===== config.mk =====
export PLATFORM = sky130hd
export DESIGN_NAME = cdi_irq_top
export DESIGN_NICKNAME = d
export VERILOG_FILES = /design/src/logic/cdi_pkg.sv /design/src/logic/cdi_trig_if.sv /design/src/logic/cdi_gpio_trig.sv /design/src/logic/cdi_irq_top.sv
export SDC_FILE = /design/constraint.sdc
export NUM_CORES = 1
export LEC_CHECK = 0
export BUFFER_PORTS_ARGS = -buffer_cell sky130_fd_sc_hd__buf_2
export CORE_UTILIZATION = 33
export DETAILED_ROUTE_END_ITERATION = 8
export GPL_ROUTABILITY_DRIVEN = 1
export PLACE_DENSITY = 0.57
export SYNTH_ARGS = -nofsm -noshare
export SYNTH_HDL_FRONTEND = slang
export SYNTH_SLANG_ARGS = --single-unit

===== constraint.sdc =====
create_clock -name pclk -period 1.6 [get_ports pclk]
set_input_delay 0.32 -clock pclk [delete_from_list [all_inputs] [get_ports pclk]]
set_output_delay 0.32 -clock pclk [all_outputs]
set_load 0.02 [all_outputs]

===== src/logic/cdi_pkg.sv =====
`default_nettype none
package cdi_pkg;
  // Register indices; byte address is four times the index
  localparam logic [7:0]  CDI_IDX_LOW_EN_GPIO = 8'h05;
  localparam logic [7:0]  CDI_IDX_DONE_EN     = 8'h07;
  localparam logic [7:0]  CDI_IDX_LOW_FLAG    = 8'h08;
  localparam logic [7:0]  CDI_IDX_HIGH_FLAG   = 8'h09;
  localparam logic [7:0]  CDI_IDX_EVENT       = 8'h0b;
  localparam int          CDI_NUM_STAGES      = 12;
  // Field positions
  localparam int          CDI_POS_GPIO_IRQ_EN = 12;
  localparam int          CDI_POS_GPIO_SETUP  = 12;
  localparam int          CDI_POS_GPIO_TRIG   = 14;
  // Values after reset
  localparam logic [15:0] CDI_RST_REG         = 16'h0000;
  // GPIO setup encodings
  localparam logic [1:0]  CDI_SETUP_OFF       = 2'h0;
  localparam logic [1:0]  CDI_SETUP_INPUT     = 2'h1;
  localparam logic [1:0]  CDI_SETUP_OUT_LOW   = 2'h2;
  localparam logic [1:0]  CDI_SETUP_OUT_HIGH  = 2'h3;
  // GPIO input trigger encodings
  localparam logic [1:0]  CDI_TRIG_NEG_LEVEL  = 2'h0;
  localparam logic [1:0]  CDI_TRIG_POS_EDGE   = 2'h1;
  localparam logic [1:0]  CDI_TRIG_NEG_EDGE   = 2'h2;
  localparam logic [1:0]  CDI_TRIG_POS_LEVEL  = 2'h3;
endpackage
`default_nettype wire


===== src/logic/cdi_trig_if.sv =====
`default_nettype none
interface cdi_trig_if;
  logic       pin_level;
  logic [1:0] setup;
  logic [1:0] trig;
  logic       hit;
  modport ctrl (output pin_level, output setup, output trig, input hit);
  modport det  (input pin_level, input setup, input trig, output hit);
endinterface
`default_nettype wire


===== src/logic/cdi_gpio_trig.sv =====
`default_nettype none
module cdi_gpio_trig
(
  // Clock and reset
  input  wire logic pclk,
  input  wire logic presetn,
  input  wire logic ce,
  // Trigger link to the register block
  cdi_trig_if.det   trig_if
);
  import cdi_pkg::*;

  logic prev_reg;

  // Last sampled pin level, basis of edge detection
  always_ff @(posedge pclk or negedge presetn)
  begin
    if (!presetn)
      prev_reg <= 1'b0;
    else if (ce)
      prev_reg <= trig_if.pin_level;
  end

  // Trigger condition; only an input-configured pin may fire
  always_comb
  begin
    trig_if.hit = 1'b0;
    if (trig_if.setup == CDI_SETUP_INPUT)
    begin
      case (trig_if.trig)
        CDI_TRIG_NEG_LEVEL: trig_if.hit = !trig_if.pin_level;
        CDI_TRIG_POS_EDGE:  trig_if.hit = trig_if.pin_level && !prev_reg;
        CDI_TRIG_NEG_EDGE:  trig_if.hit = !trig_if.pin_level && prev_reg;
        CDI_TRIG_POS_LEVEL: trig_if.hit = trig_if.pin_level;
        default:            trig_if.hit = 1'b0;
      endcase
    end
  end
endmodule
`default_nettype wire


===== src/logic/cdi_irq_top.sv =====
// Functional notes
// - Enabled stage completion asserts interrupt, bit=stage
// - Cleared stage enable blocks that completion
// - Bit 12 enables GPIO change interrupt
// - Enable register at 0x007, RW, resets zero
// - GPIO interrupt only when setup is input
// - Trigger field selects level or edge condition
// - Threshold flags clear on read unless exceeded
`default_nettype none
module cdi_irq_top
#(
  parameter int NSTAGE = 12
)
(
  // Clock, reset, enable
  input  wire logic              pclk,
  input  wire logic              presetn,
  input  wire logic              ce,
  // APB slave
  input  wire logic              psel,
  input  wire logic              penable,
  input  wire logic              pwrite,
  input  wire logic [11:0]       paddr,
  input  wire logic [31:0]       pwdata,
  output logic                   pready,
  output logic                   pslverr,
  output logic      [31:0]       prdata,
  // Converter events
  input  wire logic [NSTAGE-1:0] stage_done,
  input  wire logic [NSTAGE-1:0] low_exceed,
  input  wire logic [NSTAGE-1:0] high_exceed,
  // General-purpose pin
  input  wire logic              gpio_i,
  output logic                   gpio_o,
  output logic                   gpio_oe,
  // Interrupt line
  output logic                   int_n
);
  import cdi_pkg::*;

  logic [NSTAGE-1:0] stage_done_irq_en_bit_reg;
  logic              gpio_irq_en_reg;
  logic [NSTAGE-1:0] low_irq_en_reg;
  logic [1:0]        gpio_setup_reg;
  logic [1:0]        gpio_trig_reg;
  logic [NSTAGE-1:0] below_limit_flag_reg;
  logic [NSTAGE-1:0] above_limit_flag_reg;
  logic [NSTAGE-1:0] done_pend_reg;
  logic              gpio_pend_reg;
  logic [31:0]       prdata_reg;
  logic              int_n_reg;
  logic              gpio_o_reg;
  logic              gpio_oe_reg;
  logic [7:0]        idx;
  logic              aligned;
  logic              mapped;
  logic              setup_ph;
  logic              access;
  logic              wr;
  logic              rd;
  logic [31:0]       rd_next;

  cdi_trig_if trig_if ();

  // Trigger detector sees the pin and its configuration
  assign trig_if.pin_level = gpio_i;
  assign trig_if.setup     = gpio_setup_reg;
  assign trig_if.trig      = gpio_trig_reg;

  cdi_gpio_trig u_trig
  (
    .pclk    (pclk),
    .presetn (presetn),
    .ce      (ce),
    .trig_if (trig_if)
  );

  // Address decode; printed offsets are word indices
  assign idx      = paddr[9:2];
  assign aligned  = (paddr[1:0] == 2'h0) && (paddr[11:10] == 2'h0);
  assign mapped   = aligned && ((idx == CDI_IDX_LOW_EN_GPIO) || (idx == CDI_IDX_DONE_EN) ||
                    (idx == CDI_IDX_LOW_FLAG) || (idx == CDI_IDX_HIGH_FLAG) ||
                    (idx == CDI_IDX_EVENT));
  assign setup_ph = psel && !penable && ce;
  assign access   = psel && penable && ce;
  assign wr       = access && pwrite && mapped;
  assign rd       = access && !pwrite && mapped;

  // One wait-free access phase; read data is captured in setup so it comes from a flop
  assign pready  = psel && penable && ce;
  assign pslverr = psel && penable && ce && !mapped;
  assign prdata  = prdata_reg;

  // Read mux, unused bits read as zero
  always_comb
  begin
    rd_next = 32'h0000_0000;
    case (idx)
      CDI_IDX_LOW_EN_GPIO:
      begin
        rd_next[NSTAGE-1:0]                     = low_irq_en_reg;
        rd_next[CDI_POS_GPIO_SETUP+:2]          = gpio_setup_reg;
        rd_next[CDI_POS_GPIO_TRIG+:2]           = gpio_trig_reg;
      end
      CDI_IDX_DONE_EN:
      begin
        rd_next[NSTAGE-1:0]                     = stage_done_irq_en_bit_reg;
        rd_next[CDI_POS_GPIO_IRQ_EN]            = gpio_irq_en_reg;
      end
      CDI_IDX_LOW_FLAG:  rd_next[NSTAGE-1:0]    = below_limit_flag_reg;
      CDI_IDX_HIGH_FLAG: rd_next[NSTAGE-1:0]    = above_limit_flag_reg;
      CDI_IDX_EVENT:
      begin
        rd_next[NSTAGE-1:0]                     = done_pend_reg;
        rd_next[CDI_POS_GPIO_IRQ_EN]            = gpio_pend_reg;
      end
      default:           rd_next                = 32'h0000_0000;
    endcase
    if (!aligned)
      rd_next = 32'h0000_0000;
  end

  // Read data captured in the setup cycle
  always_ff @(posedge pclk or negedge presetn)
  begin
    if (!presetn)
      prdata_reg <= 32'h0000_0000;
    else if (setup_ph)
      prdata_reg <= rd_next;
  end

  // Completion enable register; bits 15:13 are dropped, host keeps them zero
  always_ff @(posedge pclk or negedge presetn)
  begin
    if (!presetn)
    begin
      stage_done_irq_en_bit_reg <= CDI_RST_REG[NSTAGE-1:0];
      gpio_irq_en_reg           <= CDI_RST_REG[CDI_POS_GPIO_IRQ_EN];
    end
    else if (wr && (idx == CDI_IDX_DONE_EN))
    begin
      stage_done_irq_en_bit_reg <= pwdata[NSTAGE-1:0];
      gpio_irq_en_reg           <= pwdata[CDI_POS_GPIO_IRQ_EN];
    end
  end

  // Low enables and GPIO configuration
  always_ff @(posedge pclk or negedge presetn)
  begin
    if (!presetn)
    begin
      low_irq_en_reg <= CDI_RST_REG[NSTAGE-1:0];
      gpio_setup_reg <= CDI_RST_REG[CDI_POS_GPIO_SETUP+:2];
      gpio_trig_reg  <= CDI_RST_REG[CDI_POS_GPIO_TRIG+:2];
    end
    else if (wr && (idx == CDI_IDX_LOW_EN_GPIO))
    begin
      low_irq_en_reg <= pwdata[NSTAGE-1:0];
      gpio_setup_reg <= pwdata[CDI_POS_GPIO_SETUP+:2];
      gpio_trig_reg  <= pwdata[CDI_POS_GPIO_TRIG+:2];
    end
  end

  // Threshold flags: a read clears only those whose limit is no longer exceeded
  always_ff @(posedge pclk or negedge presetn)
  begin
    if (!presetn)
    begin
      below_limit_flag_reg <= CDI_RST_REG[NSTAGE-1:0];
      above_limit_flag_reg <= CDI_RST_REG[NSTAGE-1:0];
    end
    else if (ce)
    begin
      below_limit_flag_reg <= ((rd && (idx == CDI_IDX_LOW_FLAG)) ? {NSTAGE{1'b0}} :
                               below_limit_flag_reg) | low_exceed;
      above_limit_flag_reg <= ((rd && (idx == CDI_IDX_HIGH_FLAG)) ? {NSTAGE{1'b0}} :
                               above_limit_flag_reg) | high_exceed;
    end
  end

  // Pending events; a new event in the clearing cycle survives
  always_ff @(posedge pclk or negedge presetn)
  begin
    if (!presetn)
    begin
      done_pend_reg <= CDI_RST_REG[NSTAGE-1:0];
      gpio_pend_reg <= 1'b0;
    end
    else if (ce)
    begin
      done_pend_reg <= ((rd && (idx == CDI_IDX_EVENT)) ? {NSTAGE{1'b0}} : done_pend_reg) |
                       (stage_done & stage_done_irq_en_bit_reg);
      gpio_pend_reg <= ((rd && (idx == CDI_IDX_EVENT)) ? 1'b0 : gpio_pend_reg) |
                       (trig_if.hit && gpio_irq_en_reg);
    end
  end

  // Interrupt line; masking again here lets a disable withdraw a waiting request
  always_ff @(posedge pclk or negedge presetn)
  begin
    if (!presetn)
      int_n_reg <= 1'b1;
    else if (ce)
      int_n_reg <= !(|(done_pend_reg & stage_done_irq_en_bit_reg) ||
                     (gpio_pend_reg && gpio_irq_en_reg));
  end
  assign int_n = int_n_reg;

  // Output setups drive the pin at the level they name, low for CDI_SETUP_OUT_LOW and high for CDI_SETUP_OUT_HIGH
  always_ff @(posedge pclk or negedge presetn)
  begin
    if (!presetn)
    begin
      gpio_oe_reg <= 1'b0;
      gpio_o_reg  <= 1'b0;
    end
    else if (ce)
    begin
      gpio_oe_reg <= (gpio_setup_reg == CDI_SETUP_OUT_LOW) ||
                     (gpio_setup_reg == CDI_SETUP_OUT_HIGH);
      gpio_o_reg  <= (gpio_setup_reg == CDI_SETUP_OUT_HIGH);
    end
  end
  assign gpio_oe = gpio_oe_reg;
  assign gpio_o  = gpio_o_reg;
endmodule
`default_nettype wire


### Word level (Yosys, flattened, before mapping)

Cells that the tools add are included.

* flip-flop bits (word level): 102
* output and inout port bits: 37
* input port bits: 87
* word-level logic and storage cells: 77

* equality and inequality tests: 11
* reductions and logical operators: 36
* bitwise operators: 6
* mux-type cells: 10

Operators with widths (count)
* one-hot mux 12 bit (5 select lines): 1
* two-way mux 12 bit: 3
* bitwise OR 12 bit: 3
* AND 12 bit: 2
* == test 8 x 4 -> 1 bit (second input constant): 3
* logical AND 1 bit: 20
* == test 8 x 3 -> 1 bit (second input constant): 2
* two-way mux 16 bit: 1
* OR reduction 12 bit: 1
* == test 2 bit (second input constant): 4
* zero test 1 bit: 6
* zero test 2 bit: 3
* logical OR 1 bit: 6
* == test 2 x 1 -> 1 bit (second input constant): 2
* one-hot mux 1 bit (4 select lines): 1
* two-way mux 3 bit: 1
* one-hot mux 1 bit (3 select lines): 1
* two-way mux 1 bit: 2
* bitwise OR 1 bit: 1

### Logic depth before layout (Yosys ltp)

Gate-level depths: netlist of run 1.

* depth in word-level cells: 10
* gate-level depth with buffers: 6
* mapped depth without buffers: 4

### By module

From an unflattened synthesis of run 1, not the netlist that was laid out.

* cell total of the unflattened synthesis: 323
* area, all modules: 4012.6 µm²

By module, submodules not included
* cdi_irq_top: seq. area each 2128.3 µm², times used 1, area an instance 3937.5 µm², cells an instance 314
* cdi_gpio_trig: seq. area each 25.0 µm², times used 1, area an instance 75.1 µm², cells an instance 9

### Least setup slack after synthesis of run 1

No wires, ideal clock.

* path kind: in2reg
* from: input paddr[9]
* to: register stage_done_irq_en_bit_reg[10]
* path slack: -0.341 ns
* stages on the path: 5
* data required time: 1.475 ns
* arrival time: 1.816 ns
* cells stage by stage: or4_4 -> nor4_4 -> nand4_4 -> buf_6 -> mux2_4

* longest elaborated chain between the ends: 8
* elaborated cells on any way between the ends: 12

RTL lines
* start: declaration: RTL line cdi_irq_top.sv:23 `input wire logic [11:0] paddr,`
* == test 8 x 3 -> 1 bit (on tied branches): RTL line cdi_irq_top.sv:81, cdi_irq_top.sv:140
* logical OR 1 bit (2 in a row): RTL line cdi_irq_top.sv:81 `assign mapped = aligned && ((idx == CDI_IDX_LOW_EN_GPIO) || (idx == CDI_IDX_DONE_EN) ||`
* logical OR 1 bit (2 in a row): RTL line cdi_irq_top.sv:82 `(idx == CDI_IDX_LOW_FLAG) || (idx == CDI_IDX_HIGH_FLAG) ||`
* logical AND 1 bit: RTL line cdi_irq_top.sv:81
* logical AND 1 bit: RTL line cdi_irq_top.sv:86 `assign wr = access && pwrite && mapped;`
* logical AND 1 bit *: RTL line cdi_irq_top.sv:140 `else if (wr && (idx == CDI_IDX_DONE_EN))`
* end signal: assignment: RTL line cdi_irq_top.sv:137 `stage_done_irq_en_bit_reg <= CDI_RST_REG[NSTAGE-1:0];`
* end signal: assignment: RTL line cdi_irq_top.sv:142 `stage_done_irq_en_bit_reg <= pwdata[NSTAGE-1:0];`
* end: declaration: RTL line cdi_irq_top.sv:41 `logic [NSTAGE-1:0] stage_done_irq_en_bit_reg;`

Every way passes the cells marked *; elsewhere a longest branch is shown, timed or not.
A chain may end at the register's enable or synchronous reset.

### Worst setup path in the final report of run 1

* from: input paddr[1]
* to: register stage_done_irq_en_bit_reg[6]

* longest elaborated chain between the ends: 5

RTL lines
* zero test 2 bit: RTL line cdi_irq_top.sv:80 `assign aligned = (paddr[1:0] == 2'h0) && (paddr[11:10] == 2'h0);`
* logical AND 1 bit: RTL line cdi_irq_top.sv:80
* logical AND 1 bit: RTL line cdi_irq_top.sv:81
* logical AND 1 bit: RTL line cdi_irq_top.sv:86
* logical AND 1 bit: RTL line cdi_irq_top.sv:140

No other way between the ends.

==> impl_metrics.json, run 1 <==
{
  "cts_buffers": 9,
  "synth_most_common_cell": "dfrtp_1",
  "grtUsageTotal_pct": 18.7,
  "final_antenna_net_count": 0,
  "drive_above_1_share_pct": 48.5,
  "gp_congestion": 0.794,
  "crit_path_start_kind": "input port",
  "critPathSlowestCell": "or4_4",
  "run_status": "finished with violations",
  "synth_ff_type": "dfrtp_1",
  "seqPwrFrac_pct": 46.6,
  "yosysWarnings": 0,
  "die_w_um": 114,
  "period_minus_slack_ps": 1700,
  "synth.distinct_cells": 43,
  "netSwitchingPower_w": 0.00111,
  "fmax_mhz": 589,
  "cts_buffer_depth": 2,
  "hp-start": "low_exceed[6]",
  "start_util_pct": 34.1,
  "num_vias": 3192,
  "design.core.area_um2": 12100,
  "highest_layer": "met4",
  "rrSetupSlack_ps": 180,
  "largest_reg_flops": 16,
  "m1WireLength_mm": 5.16,
  "crit_fanout": 13,
  "hold_path_depth": 2,
  "yosysSeqAreaShare_pct": 52.3,
  "worstPathArrival_ps": 1920,
  "finalSetupViolCount": 53,
  "drv_cap": 0,
  "place_inst": 607,
  "intPower_w": 0.00358,
  "wl_per_cell_um": 18.1,
  "synth.largest_area_cell": "dfrtp_1",
  "nets": 544,
  "critPathMaxStageDelay_ps": 560,
  "r2r_end": "prdata[9]",
  "cts-htree-levels": 3,
  "p_leak_nw": 2.66,
  "slew_viol_final": 0,
  "hold_end": "below_limit_flag_reg[6]",
  "cts_tree": "done",
  "cp_data_required_time_ps": 1820,
  "path_cells": "buf_6 -> or4_4 -> nor4_4 -> nand4_4 -> buf_12 -> mux2_4",
  "vdd_ir_drop_max_mv": 0.637,
  "layout.cells.non_filler": 630,
  "std_cell_rows": 40,
  "synth_edf_count": 0,
  "synth-async-reset-ratio_pct": 100,
  "worst_r2r_path_depth": 4,
  "power_frac_clock_pct": 44.2,
  "grt_pass1_wl_mm": 18.1,
  "dr.pass1.iters": 4,
  "postRouteWirelength_mm": 11.4,
  "finClkSkew_ps": 7.53,
  "ios": 124,
  "num_antenna_cells": 0,
  "sw_frac_of_total_pct": 23.6,
  "gr-total-overflow": 0,
  "drcViolationCount": 0,
  "layout_setup_ws_ps": -96.7,
  "clk_latency_ps": 340,
  "grt_max_degree": 44,
  "viasPerCell": 5.07,
  "powerDensity_nw_per_um2": 847,
  "avgSynthCellArea_um2": 12.4,
  "synthTopCellsByCount": "dfrtp_1, mux2_2, a22o_1",
  "fin_crit_sh_pct": 106,
  "whs_ps": 206,
  "critPathKind": "input port to flop",
  "syn-cell-area_um2": 4110,
  "die_h_um": 114,
  "place_hpwl_mm": 8.03,
  "antenna_found_initial": 0,
  "clock_sinks": 86,
  "netlist.area_leader.share_pct": 51.7,
  "path_delay_family": "simple AND/OR/NAND/NOR gates",
  "combPwrFrac_pct": 9.3,
  "areaGrowthSynthToFinish_pct": 34.6,
  "r2r-start": "done_pend_reg[9]",
  "dieArea_um2": 12900,
  "cp-end-kind": "flop",
  "hold_violations": 0,
  "io_buffer_count": 91,
  "wl_met2_mm": 5.50,
  "hold_class": "input port to flop",
  "path_clk_slew_ps": 60,
  "ys_top_cells_by_area": "dfrtp_1, mux2_2, a22o_1",
  "crit_buf_inv": 2,
  "dr.first_iter.drc_count": 225,
  "ys_ff_latch": 86,
  "clock-root-buffer": "clkbuf_16",
  "met3WireLength_um": 522,
  "violations": "negative setup slack",
  "first_global_vias": 3312,
  "rsz0062_at_grt": "yes",
  "syn_inst": 331
}
==> cells in the final DEF, fill, tap and decap left out, types with 2 or more instances in the layout <==
master	instances
buf_2	86
nor2_2	2
nand3b_1	2
nor2_1	7
nand3_2	2
nand3_1	2
a22o_1	40
buf_12	4
clkinvlp_4	2
a32o_1	12
nor3_1	2
mux2_2	29
buf_6	11
nand2_2	2
nor2b_1	2
conb_1	16
buf_4	35
clkbuf_1	2
nand2_1	16
a22oi_1	15
or4_4	2
nor4_4	4
nand4_1	2
o21ai_0	12
clkbuf_16	9
mux2_4	26
and3_1	2
dfrtp_1	85
inv_1	6
==> repair_timing <==
| action | in CTS | in global routing |
|---|---|---|
| pin swaps | 5 | 7 |
| hold buffers | 1 | 0 |
| buffers inserted | 3 | 2 |
| setup endpoints to repair | 49 | 77 |
| resized for setup | 33 | 11 |
| gates cloned | 2 | 0 |
| hold endpoints to repair | 13 | 0 |
==> layout make-up <==
| type | instances | area [um^2] |
|---|---|---|
| fillers | 1137 | 6530 |
| flip-flops and latches | 86 | 2150 |
| multi-input cells | 216 | 1920 |
| repair buffers | 138 | 935 |
| clock buffers | 11 | 233 |
| well taps | 168 | 210 |
| clock inverters | 5 | 58.8 |
| inverters | 6 | 22.5 |
==> how the worst max path moves through the flow <==
| stage | start | end | cells after the start |
|---|---|---|---|
| 2_1_floorplan | paddr[1] | stage_done_irq_en_bit_reg[10] | 5 |
| 5_1_grt | paddr[1] | stage_done_irq_en_bit_reg[8] | 6 |
| 3_3_place_gp | paddr[1] | stage_done_irq_en_bit_reg[1] | 6 |
| 6_report | paddr[1] | stage_done_irq_en_bit_reg[6] | 6 |
| 3_5_place_dp | paddr[1] | stage_done_irq_en_bit_reg[7] | 6 |
| 4_1_cts | paddr[1] | stage_done_irq_en_bit_reg[8] | 6 |
==> layer usage <==
metal,track usage [%],up-vias
li1,-,1476
met1,24.9,1601
met2,30.5,100
met3,4.41,15
met4,5.35,0
met5,0,-
==> power groups by stage <==
stage               sequential [W]  combinational, W  clock [W]
floorplan                  0.00223          0.000195          0
global placement           0.00222          0.000408          0
detailed placement         0.00222          0.000414          0
CTS                        0.00218          0.000433    0.00212
global route               0.00218          0.000476    0.00220
finish                     0.00218          0.000434    0.00207
==> per-stage QoR <==
step	total power [W]	setup WS [ps]	area (um^2)	TNS, ps	utilization (%)
floorplan	0.00242	-279	4220	-11690	-
global placement	0.00263	-419	5000	-28330	41.4
detailed placement	0.00264	-460	5000	-29740	41.4
CTS	0.00473	-95.5	5480	-1340	45.5
global route	0.00486	-144	5540	-5770	45.9
finish	0.00469	-96.7	5540	-3010	45.9
==> logic make-up after synthesis <==
| group | Yosys count | share of synthesized area [%] |
|---|---|---|
| XOR/XNOR | 1 | 0.213 |
| other | 1 | 0.0912 |
| AO/OA/AOI/OAI | 89 | 17.5 |
| AND/OR/NAND/NOR | 55 | 8.00 |
| multiplexers | 55 | 16.0 |
| buffers and inverters | 44 | 5.93 |
| flip-flops | 86 | 52.3 |
Power figures use the tool's default switching activity.
==> inputs of run 2 (changes only) <==
- CAP_MARGIN: unset -> 40
- clock period: 1.6 -> 2 ns (I/O delays scaled with it)
==> run 2 against run 1 <==
Against the previous run:
- the run now ends clean
- power shrank 19%
- sequential share of layout area rose by 2.6 points
- die area did not move
- cell area down 6.4%
- global-route usage down 1.2 points
- sequential power is 20% lower
- first-iteration DRC count down 13%
- critical path depth rose by 2
- largest cell class unchanged
- highest routed layer unchanged
- final cell count down 3.8%
==> impl_metrics.json, run 2 (same netlist as run 1, synthesis figures left out) <==
{
  "dpl_cell_area_um2": 4850,
  "period_minus_slack_ps": 1910,
  "crit_path_start_kind": "input port",
  "rrSetupSlack_ps": 610,
  "final_common_cell": "buf_2",
  "critPathMaxStageDelay_ps": 300,
  "drv_cap": 0,
  "crit_fanout": 2,
  "ios": 124,
  "path_clk_slew_ps": 60,
  "hp-start": "low_exceed[5]",
  "drive_above_1_share_pct": 43.4,
  "viasPerCell": 5.11,
  "io_buffer_count": 91,
  "power_w": 0.00379,
  "path_cells": "buf_2 -> nor4_2 -> buf_4 -> nand2_1 -> buf_4 -> nor2_1 -> nor2_1 -> buf_2",
  "tns_ps": 0,
  "r2r_end": "int_n",
  "fin_area_um2": 5180,
  "fmax_mhz": 523,
  "std_cell_rows": 40,
  "nets": 520,
  "areaGrowthSynthToFinish_pct": 26.0,
  "critPathKind": "input port to output pin",
  "dr.pass1.iters": 4,
  "finClkSkew_ps": 4.71,
  "hold_class": "input port to flop",
  "antenna_found_initial": 0,
  "hold_violations": 0,
  "critPathSlowestCell": "nor4_2",
  "worstPathArrival_ps": 1510,
  "dr.first_iter.drc_count": 196,
  "grt_max_degree": 44,
  "dieArea_um2": 12900,
  "design.core.area_um2": 12100,
  "num_vias": 3098,
  "p_leak_nw": 2.51,
  "largest_reg_flops": 16,
  "vdd_ir_drop_max_mv": 0.435,
  "rsz0062_at_grt": "no",
  "clock-root-buffer": "clkbuf_16",
  "hold_path_depth": 2,
  "wl_per_cell_um": 17.7,
  "clk_latency_ps": 340,
  "grtUsageTotal_pct": 17.5,
  "whs_ps": 292,
  "gr-total-overflow": 0,
  "num_antenna_cells": 0,
  "multi_input_area_um2": 1790,
  "layout.cells.non_filler": 606,
  "start_util_pct": 34.1,
  "place_inst": 589,
  "worst_r2r_path_depth": 4,
  "die_w_um": 114,
  "place_hpwl_mm": 7.77,
  "final_antenna_net_count": 0,
  "final-seq-area_um2": 2150,
  "r2r-start": "stage_done_irq_en_bit_reg[7]",
  "drcViolationCount": 0,
  "slew_viol_final": 0,
  "gp_congestion": 0.817,
  "powerDensity_nw_per_um2": 732,
  "first_global_vias": 3126,
  "cts-htree-levels": 3,
  "cts_buffer_depth": 2,
  "hold_end": "below_limit_flag_reg[5]",
  "cts_buffers": 9,
  "mostFrequentLayoutCells": "buf_2, dfrtp_1, mux2_2",
  "fin_crit_sh_pct": 95.6,
  "run_status": "completed",
  "grt_pass1_wl_mm": 17.1,
  "postRouteWirelength_mm": 10.8,
  "die_h_um": 114,
  "cts_tree": "done",
  "n_fill_cell": 1172,
  "clock_sinks": 86,
  "cp-end-kind": "output pin",
  "finalSetupViolCount": 0,
  "cp_data_required_time_ps": 1600
}
-- run 2: cell count changes in the layout (fill, tap and decap cells not counted), moves of 3 or more --
cell / before / now
buf_2: 86 / 90
mux2_2: 29 / 45
mux2_4: 26 / 10
buf_6: 11 / 0
nand3_1: 2 / 5
buf_4: 35 / 18
clkbuf_8: 0 / 3
-- run 2: cell type report --
| cell class | instances | share of cell area [%] |
|---|---|---|
| flip-flops and latches | 86 | 41.5 |
| multi-input cells | 216 | 34.5 |
| repair buffers | 114 | 13.4 |
| clock buffers | 14 | 5.29 |
| well taps | 168 | 4.06 |
| clock inverters | 2 | 0.748 |
| inverters | 6 | 0.434 |
-- run 2: timing repair --
item,4_1_cts,5_1_grt
buffers inserted,0,0
setup endpoints to repair,0,1
hold buffers,1,0
resized for setup,0,1
hold endpoints to repair,25,0
-- run 2: worst max path at each step --
stage              from                      endpoint  depth (start not counted)
6_report       paddr[9]                       pslverr                          8
5_1_grt        paddr[9]                       pslverr                          8
4_1_cts        paddr[9]                       pslverr                          8
3_5_place_dp   paddr[1]  stage_done_irq_en_bit_reg[4]                          6
3_3_place_gp   paddr[1]  stage_done_irq_en_bit_reg[2]                          6
2_1_floorplan  paddr[9]            low_irq_en_reg[10]                          5
-- run 2: critical path: cells and delay by family --
family,cells,cell delay [ps]
buffers and inverters,4,590
AND/OR/NAND/NOR,4,530
-- run 2: metal layers --
layer | part of all wire [%] | vias to the layer above | track usage [%]
met5 | 0 | - | 0
met4 | 1.4 | 0 | 5.26
met3 | 5.3 | 14 | 3.77
met2 | 47 | 113 | 28.1
met1 | 46 | 1544 | 23.9
li1 | - | 1427 | -
-- run 2: power breakdown --
| part | internal [W] | total (W) | switching, W |
|---|---|---|---|
| Combinational | 0.000123 | 0.000307 | 0.000184 |
| Clock | 0.00107 | 0.00174 | 0.000665 |
| Sequential | 0.00175 | 0.00175 | 0.00000278 |
-- run 2: metrics by stage --
step	utilization, %	setup WS, ps
2_1_floorplan	-	8.43
3_3_place_gp	40.2	-114
3_5_place_dp	40.2	-113
4_1_cts	42.9	85.9
5_1_grt	43.0	11.8
6_report	43.0	87.1
